$ cat src/rtl/pic_pkg.sv
// Package for the eight-level priority interrupt core: command word fields,
// vector constants, state encodings and the synchroniser bundle.
// Assumes one 200 MHz system clock; every host pin is sampled through it.
package pic_pkg;

  localparam int NUM_LEVELS = 8;
  localparam int SYNC_W = 12;
  localparam logic [11:0] SYNC_IDLE = 12'h00F;
  localparam logic [7:0] REG_RESET = 8'h00;
  localparam logic [7:0] CALL_OPCODE = 8'hCD;
  localparam logic [2:0] DEFAULT_LEVEL = 3'h7;
  localparam logic [2:0] CASCADE_IDLE = 3'h0;
  localparam logic [7:0] EDGE_ARM = 8'hFF;

  // First initialization word
  localparam int ICW1_IC4 = 0;
  localparam int ICW1_SNGL = 1;
  localparam int ICW1_ADI = 2;
  localparam int ICW1_LTIM = 3;
  localparam int ICW1_INIT = 4;
  // Fourth initialization word
  localparam int ICW4_UPM = 0;
  localparam int ICW4_AUTO_END_OF_IRQ = 1;
  // Operation words written with port select low
  localparam int OCW_SEL = 3;
  localparam int OCW2_EOI = 5;
  localparam int OCW2_SPECIFIC = 6;
  localparam int OCW3_RIS = 0;
  localparam int OCW3_RR = 1;
  localparam int OCW3_POLL = 2;

  typedef enum logic [4:0] {
    INIT_WAIT_ICW1 = 5'h01,
    INIT_WAIT_ICW2 = 5'h02,
    INIT_WAIT_ICW3 = 5'h04,
    INIT_WAIT_ICW4 = 5'h08,
    INIT_READY = 5'h10
  } init_state_t;

  typedef enum logic [2:0] {
    ACK_PULSE1 = 3'h1,
    ACK_PULSE2 = 3'h2,
    ACK_PULSE3 = 3'h4
  } ack_state_t;

  typedef struct packed {
    logic [7:0] req;
    logic cs_n;
    logic rd_n;
    logic wr_n;
    logic ack_n;
  } sync_bundle_t;

  // Bit 3 is the valid flag, bits 2:0 the level; level 0 wins
  function automatic logic [3:0] highest(input logic [7:0] v);
    highest = 4'h0;
    for (int i = NUM_LEVELS - 1; i >= 0; i--) begin
      if (v[i]) begin
        highest = {1'b1, 3'(i)};
      end
    end
  endfunction

endpackage

$ cat src/rtl/pic_sync.sv
// Two-flop synchroniser for a bundle of asynchronous levels.
// Assumes the inputs are quasi-static levels; no data word is passed here.
`timescale 1ns/1ps
`default_nettype none
module pic_sync #(
  parameter int WIDTH = 12,
  parameter logic [WIDTH-1:0] RST_VAL = '0
) (
  input wire logic clk_sys_i,
  input wire logic rst_i,
  input wire logic [WIDTH-1:0] async_i,
  output logic [WIDTH-1:0] sync_o
);

  logic [WIDTH-1:0] meta_q;

  // First stage feeds only the second stage
  always_ff @(posedge clk_sys_i or posedge rst_i) begin
    if (rst_i) begin
      meta_q <= RST_VAL;
      sync_o <= RST_VAL;
    end else begin
      meta_q <= async_i;
      sync_o <= meta_q;
    end
  end

endmodule
`default_nettype wire

$ cat src/rtl/pic_resolver.sv
// Fixed-priority resolver: picks the best unmasked request and the best
// level in service, and says whether the request may interrupt.
// Assumes the mask has already been applied to the pending bits.
`timescale 1ns/1ps
`default_nettype none
module pic_resolver
  import pic_pkg::*;
(
  input wire logic [7:0] pending_i,
  input wire logic [7:0] in_service_i,
  output logic req_valid_o,
  output logic [2:0] req_level_o,
  output logic isr_valid_o,
  output logic [2:0] isr_level_o,
  output logic raise_o
);

  logic [3:0] req_best;
  logic [3:0] isr_best;

  always_comb begin
    req_best = highest(pending_i);
    isr_best = highest(in_service_i);
    req_valid_o = req_best[3];
    req_level_o = req_best[2:0];
    isr_valid_o = isr_best[3];
    isr_level_o = isr_best[2:0];
    // Lower level number means higher priority
    raise_o = req_best[3] && (!isr_best[3] || (req_best[2:0] < isr_best[2:0]));
  end

endmodule
`default_nettype wire

$ cat src/rtl/priority_interrupt_core.sv
// Eight-level priority interrupt core with host port, acknowledge vectoring
// and three-line cascade. Assumes host holds data and port select stable
// for the whole strobe, and strobes last at least three clock cycles.
//
// Notes on behaviour
// - Keep pending and in-service bits per level.
// - High request input sets its pending bit.
// - Acknowledge moves best pending bit into service.
// - Mask gates pending bits, per level only.
// - Interrupt only when winner beats in-service level.
// - Reads and writes need chip select; acknowledge not.
// - Selected write strobe loads addressed command word.
// - Selected read returns pending, service, mask or poll.
// - Port select picks written and read register.
// - Eight-bit data port driven only for reads, vectors.
// - Cascade lines output as master, input as slave.
// - Master names slave; slave supplies vector bytes.
// - Call mode pulse one, not as slave: grant, send call opcode.
// - Call mode: low address, then high address byte.
// - Call mode auto end clears service after pulse three.
// - Otherwise service bit waits for end command.
// - Pointer mode: data bus idle on pulse one.
// - Pointer mode pulse two: grant, send pointer byte.
// - Pointer mode auto end clears after pulse two.
// - No request left means answer as level seven.
// - Default level seven: cascade idle, master vectors.
// - Edge mode needs rise and hold; level mode level.
// - Pointer byte: five programmed bits, three level bits.
// - Port select low, bit four high starts initialization.
`timescale 1ns/1ps
`default_nettype none
module priority_interrupt_core
  import pic_pkg::*;
(
  input wire logic clk_sys_i,
  input wire logic rst_i,
  input wire logic [7:0] request_in_i,
  input wire logic cs_n_i,
  input wire logic rd_n_i,
  input wire logic wr_n_i,
  input wire logic port_select_i,
  input wire logic irq_ack_n_i,
  input wire logic slave_prog_buf_enable_i,
  input wire logic [7:0] data_i,
  output logic [7:0] data_o,
  output logic data_oe_o,
  input wire logic [2:0] cascade_id_i,
  output logic [2:0] cascade_id_o,
  output logic cascade_id_oe_o,
  output logic irq_o
);

  sync_bundle_t raw;
  sync_bundle_t syn;
  sync_bundle_t prev_q;
  logic [SYNC_W-1:0] syn_bits;

  init_state_t init_q;
  ack_state_t ack_q;
  logic [7:0] icw1_q, icw2_q, icw3_q, icw4_q;
  logic [7:0] pending_request_reg;
  logic [7:0] in_service_reg;
  logic [7:0] level_mask_reg;
  logic [7:0] req_prev_q;
  logic master_q, read_isr_q, poll_q;
  logic [2:0] seq_level_q;
  logic seq_real_q, via_slave_q, owner_q, granted_q;

  logic res_req_valid, res_isr_valid, res_raise;
  logic [2:0] res_req_level, res_isr_level;
  logic wr_start, rd_start, rd_end, ack_fall, ack_rise;
  logic is_icw1, is_icw2, is_icw3, is_icw4, is_ocw1, is_ocw2, is_ocw3;
  logic first, second, third, final_rise;
  logic single, ptr_mode, auto_eoi, slave_here, cas_match, via_slave, owner;
  logic [2:0] live_level, grant_level;
  logic grant, poll_grant;
  logic [7:0] grant_mask, eoi_mask, status, vec_low, ptr_vec;

  assign raw = '{req: request_in_i, cs_n: cs_n_i, rd_n: rd_n_i, wr_n: wr_n_i,
                 ack_n: irq_ack_n_i};
  assign syn = sync_bundle_t'(syn_bits);

  pic_sync #(.WIDTH(SYNC_W), .RST_VAL(SYNC_IDLE)) u_sync (
    .clk_sys_i(clk_sys_i),
    .rst_i(rst_i),
    .async_i(raw),
    .sync_o(syn_bits)
  );

  pic_resolver u_resolver (
    .pending_i(pending_request_reg & ~level_mask_reg),
    .in_service_i(in_service_reg),
    .req_valid_o(res_req_valid),
    .req_level_o(res_req_level),
    .isr_valid_o(res_isr_valid),
    .isr_level_o(res_isr_level),
    .raise_o(res_raise)
  );

  // Strobe edges and command decode
  always_comb begin
    wr_start = prev_q.wr_n && !syn.wr_n && !syn.cs_n;
    rd_start = prev_q.rd_n && !syn.rd_n && !syn.cs_n;
    rd_end = !prev_q.rd_n && syn.rd_n;
    ack_fall = prev_q.ack_n && !syn.ack_n;
    ack_rise = !prev_q.ack_n && syn.ack_n;
    is_icw1 = wr_start && !port_select_i && data_i[ICW1_INIT];
    is_icw2 = wr_start && port_select_i && (init_q == INIT_WAIT_ICW2);
    is_icw3 = wr_start && port_select_i && (init_q == INIT_WAIT_ICW3);
    is_icw4 = wr_start && port_select_i && (init_q == INIT_WAIT_ICW4);
    is_ocw1 = wr_start && port_select_i && (init_q == INIT_READY);
    is_ocw2 = wr_start && !port_select_i && !data_i[ICW1_INIT] && !data_i[OCW_SEL];
    is_ocw3 = wr_start && !port_select_i && !data_i[ICW1_INIT] && data_i[OCW_SEL];
  end

  // Acknowledge sequence decode
  always_comb begin
    single = icw1_q[ICW1_SNGL];
    ptr_mode = icw4_q[ICW4_UPM];
    auto_eoi = icw4_q[ICW4_AUTO_END_OF_IRQ];
    slave_here = !single && !master_q;
    cas_match = (cascade_id_i == icw3_q[2:0]);
    first = ack_fall && (ack_q == ACK_PULSE1);
    second = ack_fall && (ack_q == ACK_PULSE2);
    third = ack_fall && (ack_q == ACK_PULSE3);
    final_rise = ack_rise && ((ptr_mode && (ack_q == ACK_PULSE2)) || (ack_q == ACK_PULSE3));
    live_level = res_req_valid ? res_req_level : DEFAULT_LEVEL;
    // Default level never routes to a slave
    via_slave = !single && master_q && res_req_valid && icw3_q[live_level];
    owner = slave_here ? cas_match : !via_slave_q;
    poll_grant = rd_start && poll_q && res_req_valid;
    grant_level = (first || poll_grant) ? live_level : seq_level_q;
    grant = poll_grant
         || (first && res_req_valid && !ptr_mode && !slave_here)
         || (second && seq_real_q && ptr_mode && !slave_here)
         || (second && seq_real_q && slave_here && owner);
    grant_mask = grant ? (8'h01 << grant_level) : REG_RESET;
    eoi_mask = REG_RESET;
    if (is_ocw2 && data_i[OCW2_EOI]) begin
      if (data_i[OCW2_SPECIFIC]) begin
        eoi_mask = 8'h01 << data_i[2:0];
      end else if (res_isr_valid) begin
        eoi_mask = 8'h01 << res_isr_level;
      end
    end
    if (final_rise && auto_eoi && granted_q) begin
      eoi_mask = eoi_mask | (8'h01 << seq_level_q);
    end
    vec_low = icw1_q[ICW1_ADI] ? {icw1_q[7:5], seq_level_q, 2'b00}
                               : {icw1_q[7:6], seq_level_q, 3'b000};
    ptr_vec = {icw2_q[7:3], seq_level_q};
    if (poll_q) begin
      status = {res_req_valid, 4'h0, res_req_level};
    end else if (port_select_i) begin
      status = level_mask_reg;
    end else if (read_isr_q) begin
      status = in_service_reg;
    end else begin
      status = pending_request_reg;
    end
  end

  always_ff @(posedge clk_sys_i or posedge rst_i) begin
    if (rst_i) begin
      prev_q <= sync_bundle_t'(SYNC_IDLE);
      master_q <= 1'b1;
    end else begin
      prev_q <= syn;
      master_q <= slave_prog_buf_enable_i;
    end
  end

  // Initialization sequence and command words
  always_ff @(posedge clk_sys_i or posedge rst_i) begin
    if (rst_i) begin
      init_q <= INIT_WAIT_ICW1;
      icw1_q <= REG_RESET;
      icw2_q <= REG_RESET;
      icw3_q <= REG_RESET;
      icw4_q <= REG_RESET;
      read_isr_q <= 1'b0;
      poll_q <= 1'b0;
    end else if (is_icw1) begin
      init_q <= INIT_WAIT_ICW2;
      icw1_q <= data_i;
      icw4_q <= REG_RESET;
      read_isr_q <= 1'b0;
      poll_q <= 1'b0;
    end else begin
      if (is_icw2) begin
        icw2_q <= data_i;
        if (!icw1_q[ICW1_SNGL]) begin
          init_q <= INIT_WAIT_ICW3;
        end else if (icw1_q[ICW1_IC4]) begin
          init_q <= INIT_WAIT_ICW4;
        end else begin
          init_q <= INIT_READY;
        end
      end else if (is_icw3) begin
        icw3_q <= data_i;
        init_q <= icw1_q[ICW1_IC4] ? INIT_WAIT_ICW4 : INIT_READY;
      end else if (is_icw4) begin
        icw4_q <= data_i;
        init_q <= INIT_READY;
      end
      if (is_ocw3) begin
        if (data_i[OCW3_RR]) begin
          read_isr_q <= data_i[OCW3_RIS];
        end
        poll_q <= data_i[OCW3_POLL];
      end else if (rd_start && poll_q) begin
        poll_q <= 1'b0;
      end
    end
  end

  // Mask register
  always_ff @(posedge clk_sys_i or posedge rst_i) begin
    if (rst_i) begin
      level_mask_reg <= REG_RESET;
    end else if (is_icw1) begin
      level_mask_reg <= REG_RESET;
    end else if (is_ocw1) begin
      level_mask_reg <= data_i;
    end
  end

  // Pending requests; a fresh edge wins over a grant clear
  always_ff @(posedge clk_sys_i or posedge rst_i) begin
    if (rst_i) begin
      pending_request_reg <= REG_RESET;
      req_prev_q <= REG_RESET;
    end else if (is_icw1) begin
      pending_request_reg <= REG_RESET;
      req_prev_q <= EDGE_ARM; // Held-high inputs must drop and rise again
    end else begin
      req_prev_q <= syn.req;
      if (icw1_q[ICW1_LTIM]) begin
        pending_request_reg <= syn.req;
      end else begin
        pending_request_reg <= (pending_request_reg & syn.req & ~grant_mask)
                             | (syn.req & ~req_prev_q);
      end
    end
  end

  // In-service bits; a grant wins over an end-of-interrupt in the same cycle
  always_ff @(posedge clk_sys_i or posedge rst_i) begin
    if (rst_i) begin
      in_service_reg <= REG_RESET;
    end else if (is_icw1) begin
      in_service_reg <= REG_RESET;
    end else begin
      in_service_reg <= (in_service_reg & ~eoi_mask) | grant_mask;
    end
  end

  // Acknowledge pulse tracking
  always_ff @(posedge clk_sys_i or posedge rst_i) begin
    if (rst_i) begin
      ack_q <= ACK_PULSE1;
      seq_level_q <= DEFAULT_LEVEL;
      seq_real_q <= 1'b0;
      via_slave_q <= 1'b0;
      owner_q <= 1'b0;
      granted_q <= 1'b0;
    end else if (is_icw1) begin
      ack_q <= ACK_PULSE1;
      granted_q <= 1'b0;
    end else begin
      if (first) begin
        seq_level_q <= live_level; // Frozen for the rest of the sequence
        seq_real_q <= res_req_valid;
        via_slave_q <= via_slave;
        owner_q <= !slave_here && !via_slave;
        granted_q <= grant;
      end else if (second) begin
        owner_q <= owner;
        granted_q <= granted_q || grant;
      end
      if (final_rise) begin
        ack_q <= ACK_PULSE1;
      end else if (ack_rise && (ack_q == ACK_PULSE1)) begin
        ack_q <= ACK_PULSE2;
      end else if (ack_rise && (ack_q == ACK_PULSE2)) begin
        ack_q <= ACK_PULSE3;
      end
    end
  end

  // Data port: driven only for status reads and vector bytes
  always_ff @(posedge clk_sys_i or posedge rst_i) begin
    if (rst_i) begin
      data_o <= REG_RESET;
      data_oe_o <= 1'b0;
    end else if (rd_start) begin
      data_o <= status;
      data_oe_o <= 1'b1;
    end else if (first) begin
      data_o <= CALL_OPCODE;
      data_oe_o <= !ptr_mode && !slave_here;
    end else if (second) begin
      data_o <= ptr_mode ? ptr_vec : vec_low;
      data_oe_o <= owner;
    end else if (third) begin
      data_o <= icw2_q;
      data_oe_o <= owner_q;
    end else if (ack_rise || rd_end) begin
      data_oe_o <= 1'b0;
    end
  end

  // Cascade lines: master names the slave for the whole sequence
  always_ff @(posedge clk_sys_i or posedge rst_i) begin
    if (rst_i) begin
      cascade_id_o <= CASCADE_IDLE;
      cascade_id_oe_o <= 1'b0;
    end else begin
      cascade_id_oe_o <= master_q;
      if (first && via_slave) begin
        cascade_id_o <= live_level;
      end else if (final_rise || first) begin
        cascade_id_o <= CASCADE_IDLE;
      end
    end
  end

  // Interrupt output held off until initialization completes
  always_ff @(posedge clk_sys_i or posedge rst_i) begin
    if (rst_i) begin
      irq_o <= 1'b0;
    end else begin
      irq_o <= (init_q == INIT_READY) && res_raise;
    end
  end

endmodule
`default_nettype wire

$ cat config.mk
export PLATFORM = sky130hd
export DESIGN_NAME = priority_interrupt_core
export DESIGN_NICKNAME = d
export VERILOG_FILES = /design/src/rtl/pic_pkg.sv /design/src/rtl/pic_sync.sv /design/src/rtl/pic_resolver.sv /design/src/rtl/priority_interrupt_core.sv
export SDC_FILE = /design/constraint.sdc
export NUM_CORES = 1
export LEC_CHECK = 0
export ABC_AREA = 1
export ABC_CLOCK_PERIOD_IN_PS = 4600
export BUFFER_PORTS_ARGS = -buffer_cell sky130_fd_sc_hd__buf_4
export CAP_MARGIN = 20
export CORE_MARGIN = 10
export CORE_UTILIZATION = 60
export CTS_CLUSTER_DIAMETER = 200
export DETAILED_ROUTE_END_ITERATION = 16
export PLACE_DENSITY = 0.8
export SETUP_SLACK_MARGIN = 0.5
export SYNTH_ARGS = -nofsm -noshare
export SYNTH_HDL_FRONTEND = slang
export SYNTH_SLANG_ARGS = --single-unit
$ cat constraint.sdc
create_clock -name clk_sys_i -period 4.6 [get_ports clk_sys_i]
set_input_delay 0.69 -clock clk_sys_i [delete_from_list [all_inputs] [get_ports clk_sys_i]]
set_output_delay 0.69 -clock clk_sys_i [all_outputs]
set_load 0.01 [all_outputs]
==> impl_results.md <==
* Post-synth cell types at 43
* Mapped Area at 5470 sq um
* Post-DR vias/cell at 6.10
* GPL Wtd Cong at 0.921
* Max Slew Vio Count at 0
* Top FF cell, synth: dfrtp_1
* Setup ws final at 1750 ps
* Critical path fanouts, max at 26
* Post-CTS setup buffer count at 0
* Place WS at 1750 ps
* Layout cells sized above 1 at 20.0%
* First-pass GRT wire length at 25300 um
* Slew Limit Headroom at 47.8%
* DPL Wire Length at 10900 um
* Number of gates resized after CTS at 0
* Total GRT Usage at 24.5%
* #FFs+latches synth at 116
* Area of the die at 13300 sq um
* Maximum VDD drop at 0.414 mV
* Crit Path Category: reg2reg
* Remaining antenna violation count at 0
* Antenna cell count at 0
* TritonCTS buffer count at 17
* Clock sink count at 116
* Warnings, synthesis at 0
* Fillers at 642
* Core Box Area at 8810 sq um
* IO Count at 41
* Max cap viols at 0
* Initial Util at 62.1%
* Initial antenna violation count at 0
* Top post-synthesis cells by count: nand2_1, dfrtp_1, inv_1, o21ai_0, nand3_1
* Row count at 34
* Seq/Total Area, Yosys at 53.4%
* Synth area leader: dfrtp_1
* Routed len/inst at 19.0 um
* Syn nets at 665
* Period utilization at a little over 60%
* CTS tree: built
* Final Hold Fails at 0
* Setup violators final at 0
* Final Critical Period at 2850 ps
* Via count at slightly below 5000
* Number of global-route vias before repair at 4877
* Final wirelength at 15400 um
* Post-synth top area share at 45.3%
* Horiz. Die Dim at 115 um
* Regs by FF count: u_sync.meta_q: 12 flops, u_sync.sync_o: 12 flops
* RSZ-0062 raised after global routing: no
* Largest net degree at the start of global routing at 47
* Outcome: finished clean
* Initial DRC count at 623
* Clk pin slew, worst setup/hold paths at 60 ps
* Hold Path Class: in2async
* Top cells by area, synth: dfrtp_1, nand2_1, dfstp_2, o21ai_0, inv_1
* Chip height at 115 um
* Clk_skew at between 8 and 9 ps
* Area growth from synthesis to layout at 18.0%
* Total grt overflow at 0
* Port Buf Inserts at 40
* DRC viols at 0
* Reg-to-reg slack, setup at 1750 ps
* CP Capture Type: flip-flop
* Leak at 3.07 nW
* P per Cell Area at 601 nW/um^2
* Slew @ Worst Pin at ~780 ps
* Crit path launch type: flip-flop
* Layout Nets at slightly above 700
* 1st-pass router iterations at 7
* Mean Syn Cell Area at 8.60 sq um
* CTS root buf: clkbuf_8
* Highest Clock Rate at 351 MHz
* Cell with the most instances after synthesis: nand2_1
* EDFF count, synth at 0
* Clk Latency, worst-skew pair at 530 ps
* Post-synthesis cell count at 636
* Worst path arrival time at 3240 ps
* Clk buf depth at 2
* Hold buffer count at cts at 0
* Fin Setup TNS at 0 ps
* H-tree levels at 4
* CP Data Required Time at about 5000 ps
* Fraction of registers with async set/reset at 100%
-- worst max-delay path, cell delays in order (launching register included) --
cell	delay (ps)
dfstp_2	510
nor3b_1	170
inv_1	100
nor2_1	150
inv_1	90
nor2_4	490
inv_1	550
nand2_1	350
inv_1	140
nand2_1	70
o21ai_0	90
-- cell families (layout without fill, tap and decap cells) --
logic type	Yosys count	in the layout	share of synthesized area, %
compound gates	147	147	15.4
xor+xnor	3	3	0.480
fa+ha+maj	2	2	0.457
buf+inv	94	158	6.47
flops	116	116	53.4
simple gates	274	274	23.7
-- layer usage --
metal / up-vias / track usage [%] / wire (um)
li1: 2222 / - / -
met1: 2365 / 31.4 / 6170
met2: 295 / 39.0 / 7240
met3: 47 / 6.15 / 1560
met4: 0 / 9.97 / 393
met5: - / 0 / 0
-- through the flow --
step	hold slack, ps	instance area (sq um)	utilization (%)	cells	power [mW]
after floorplan	331	5470	-	636	2.20
after global placement	331	5890	66.8	776	2.53
after detailed placement	337	5890	66.8	776	2.58
after CTS	181	6450	73.3	808	3.85
after global routing	193	6450	73.3	808	4.08
final	166	6450	73.3	808	3.88
-- cells in the final DEF, fill, tap and decap left out, types with 3 or more instances in the layout --
master	instances
a21oi_1	37
a31oi_1	8
a41oi_1	3
buf_4	42
clkbuf_16	16
clkinvlp_4	3
dfrtp_1	99
dfstp_2	17
inv_1	74
inv_2	8
inv_6	5
nand2_1	143
nand2_2	10
nand2_4	5
nand3_1	41
nand4_1	9
nor2_1	30
nor2_2	7
nor3_1	9
nor3b_1	3
o211ai_1	13
o21ai_0	64
o21ai_1	4
o22ai_1	7
or2_2	8
xnor2_1	3
-- worst paths after layout --
path	startpoint	end	depth (start not counted)
min reg2reg	u_sync.meta_q[7]	u_sync.sync_o[7]	0
min in group clk_sys_i	wr_n_i	u_sync.meta_q[1]	1
max reg2reg	prev_q[1]	level_mask_reg[7]	10
max in group asynchronous	rst_i	owner_q	3
max	prev_q[1]	level_mask_reg[7]	10
min	rst_i	u_sync.sync_o[9]	2
-- where the power goes --
| group | internal, mW | leakage, nW | switching [mW] |
|---|---|---|---|
| registers | 1.28 | 1.43 | 0.194 |
| logic | 0.391 | 1.38 | 0.743 |
| clock network | 0.746 | 0.273 | 0.520 |
| total | 2.42 | 3.07 | 1.46 |
-- cell type report --
cell class                 count  area (sq um)  area share (%)
sequential                   116          2920            45.3
multi-input combinational    426          2190            34.0
timing repair buffer          42           315            4.88
inverter                      84           318            4.92
clock buffer                  18           428            6.63
clock inverter                14           141            2.19
tap                          108           135            2.09
Note: power is estimated with default switching activity, not from simulation.
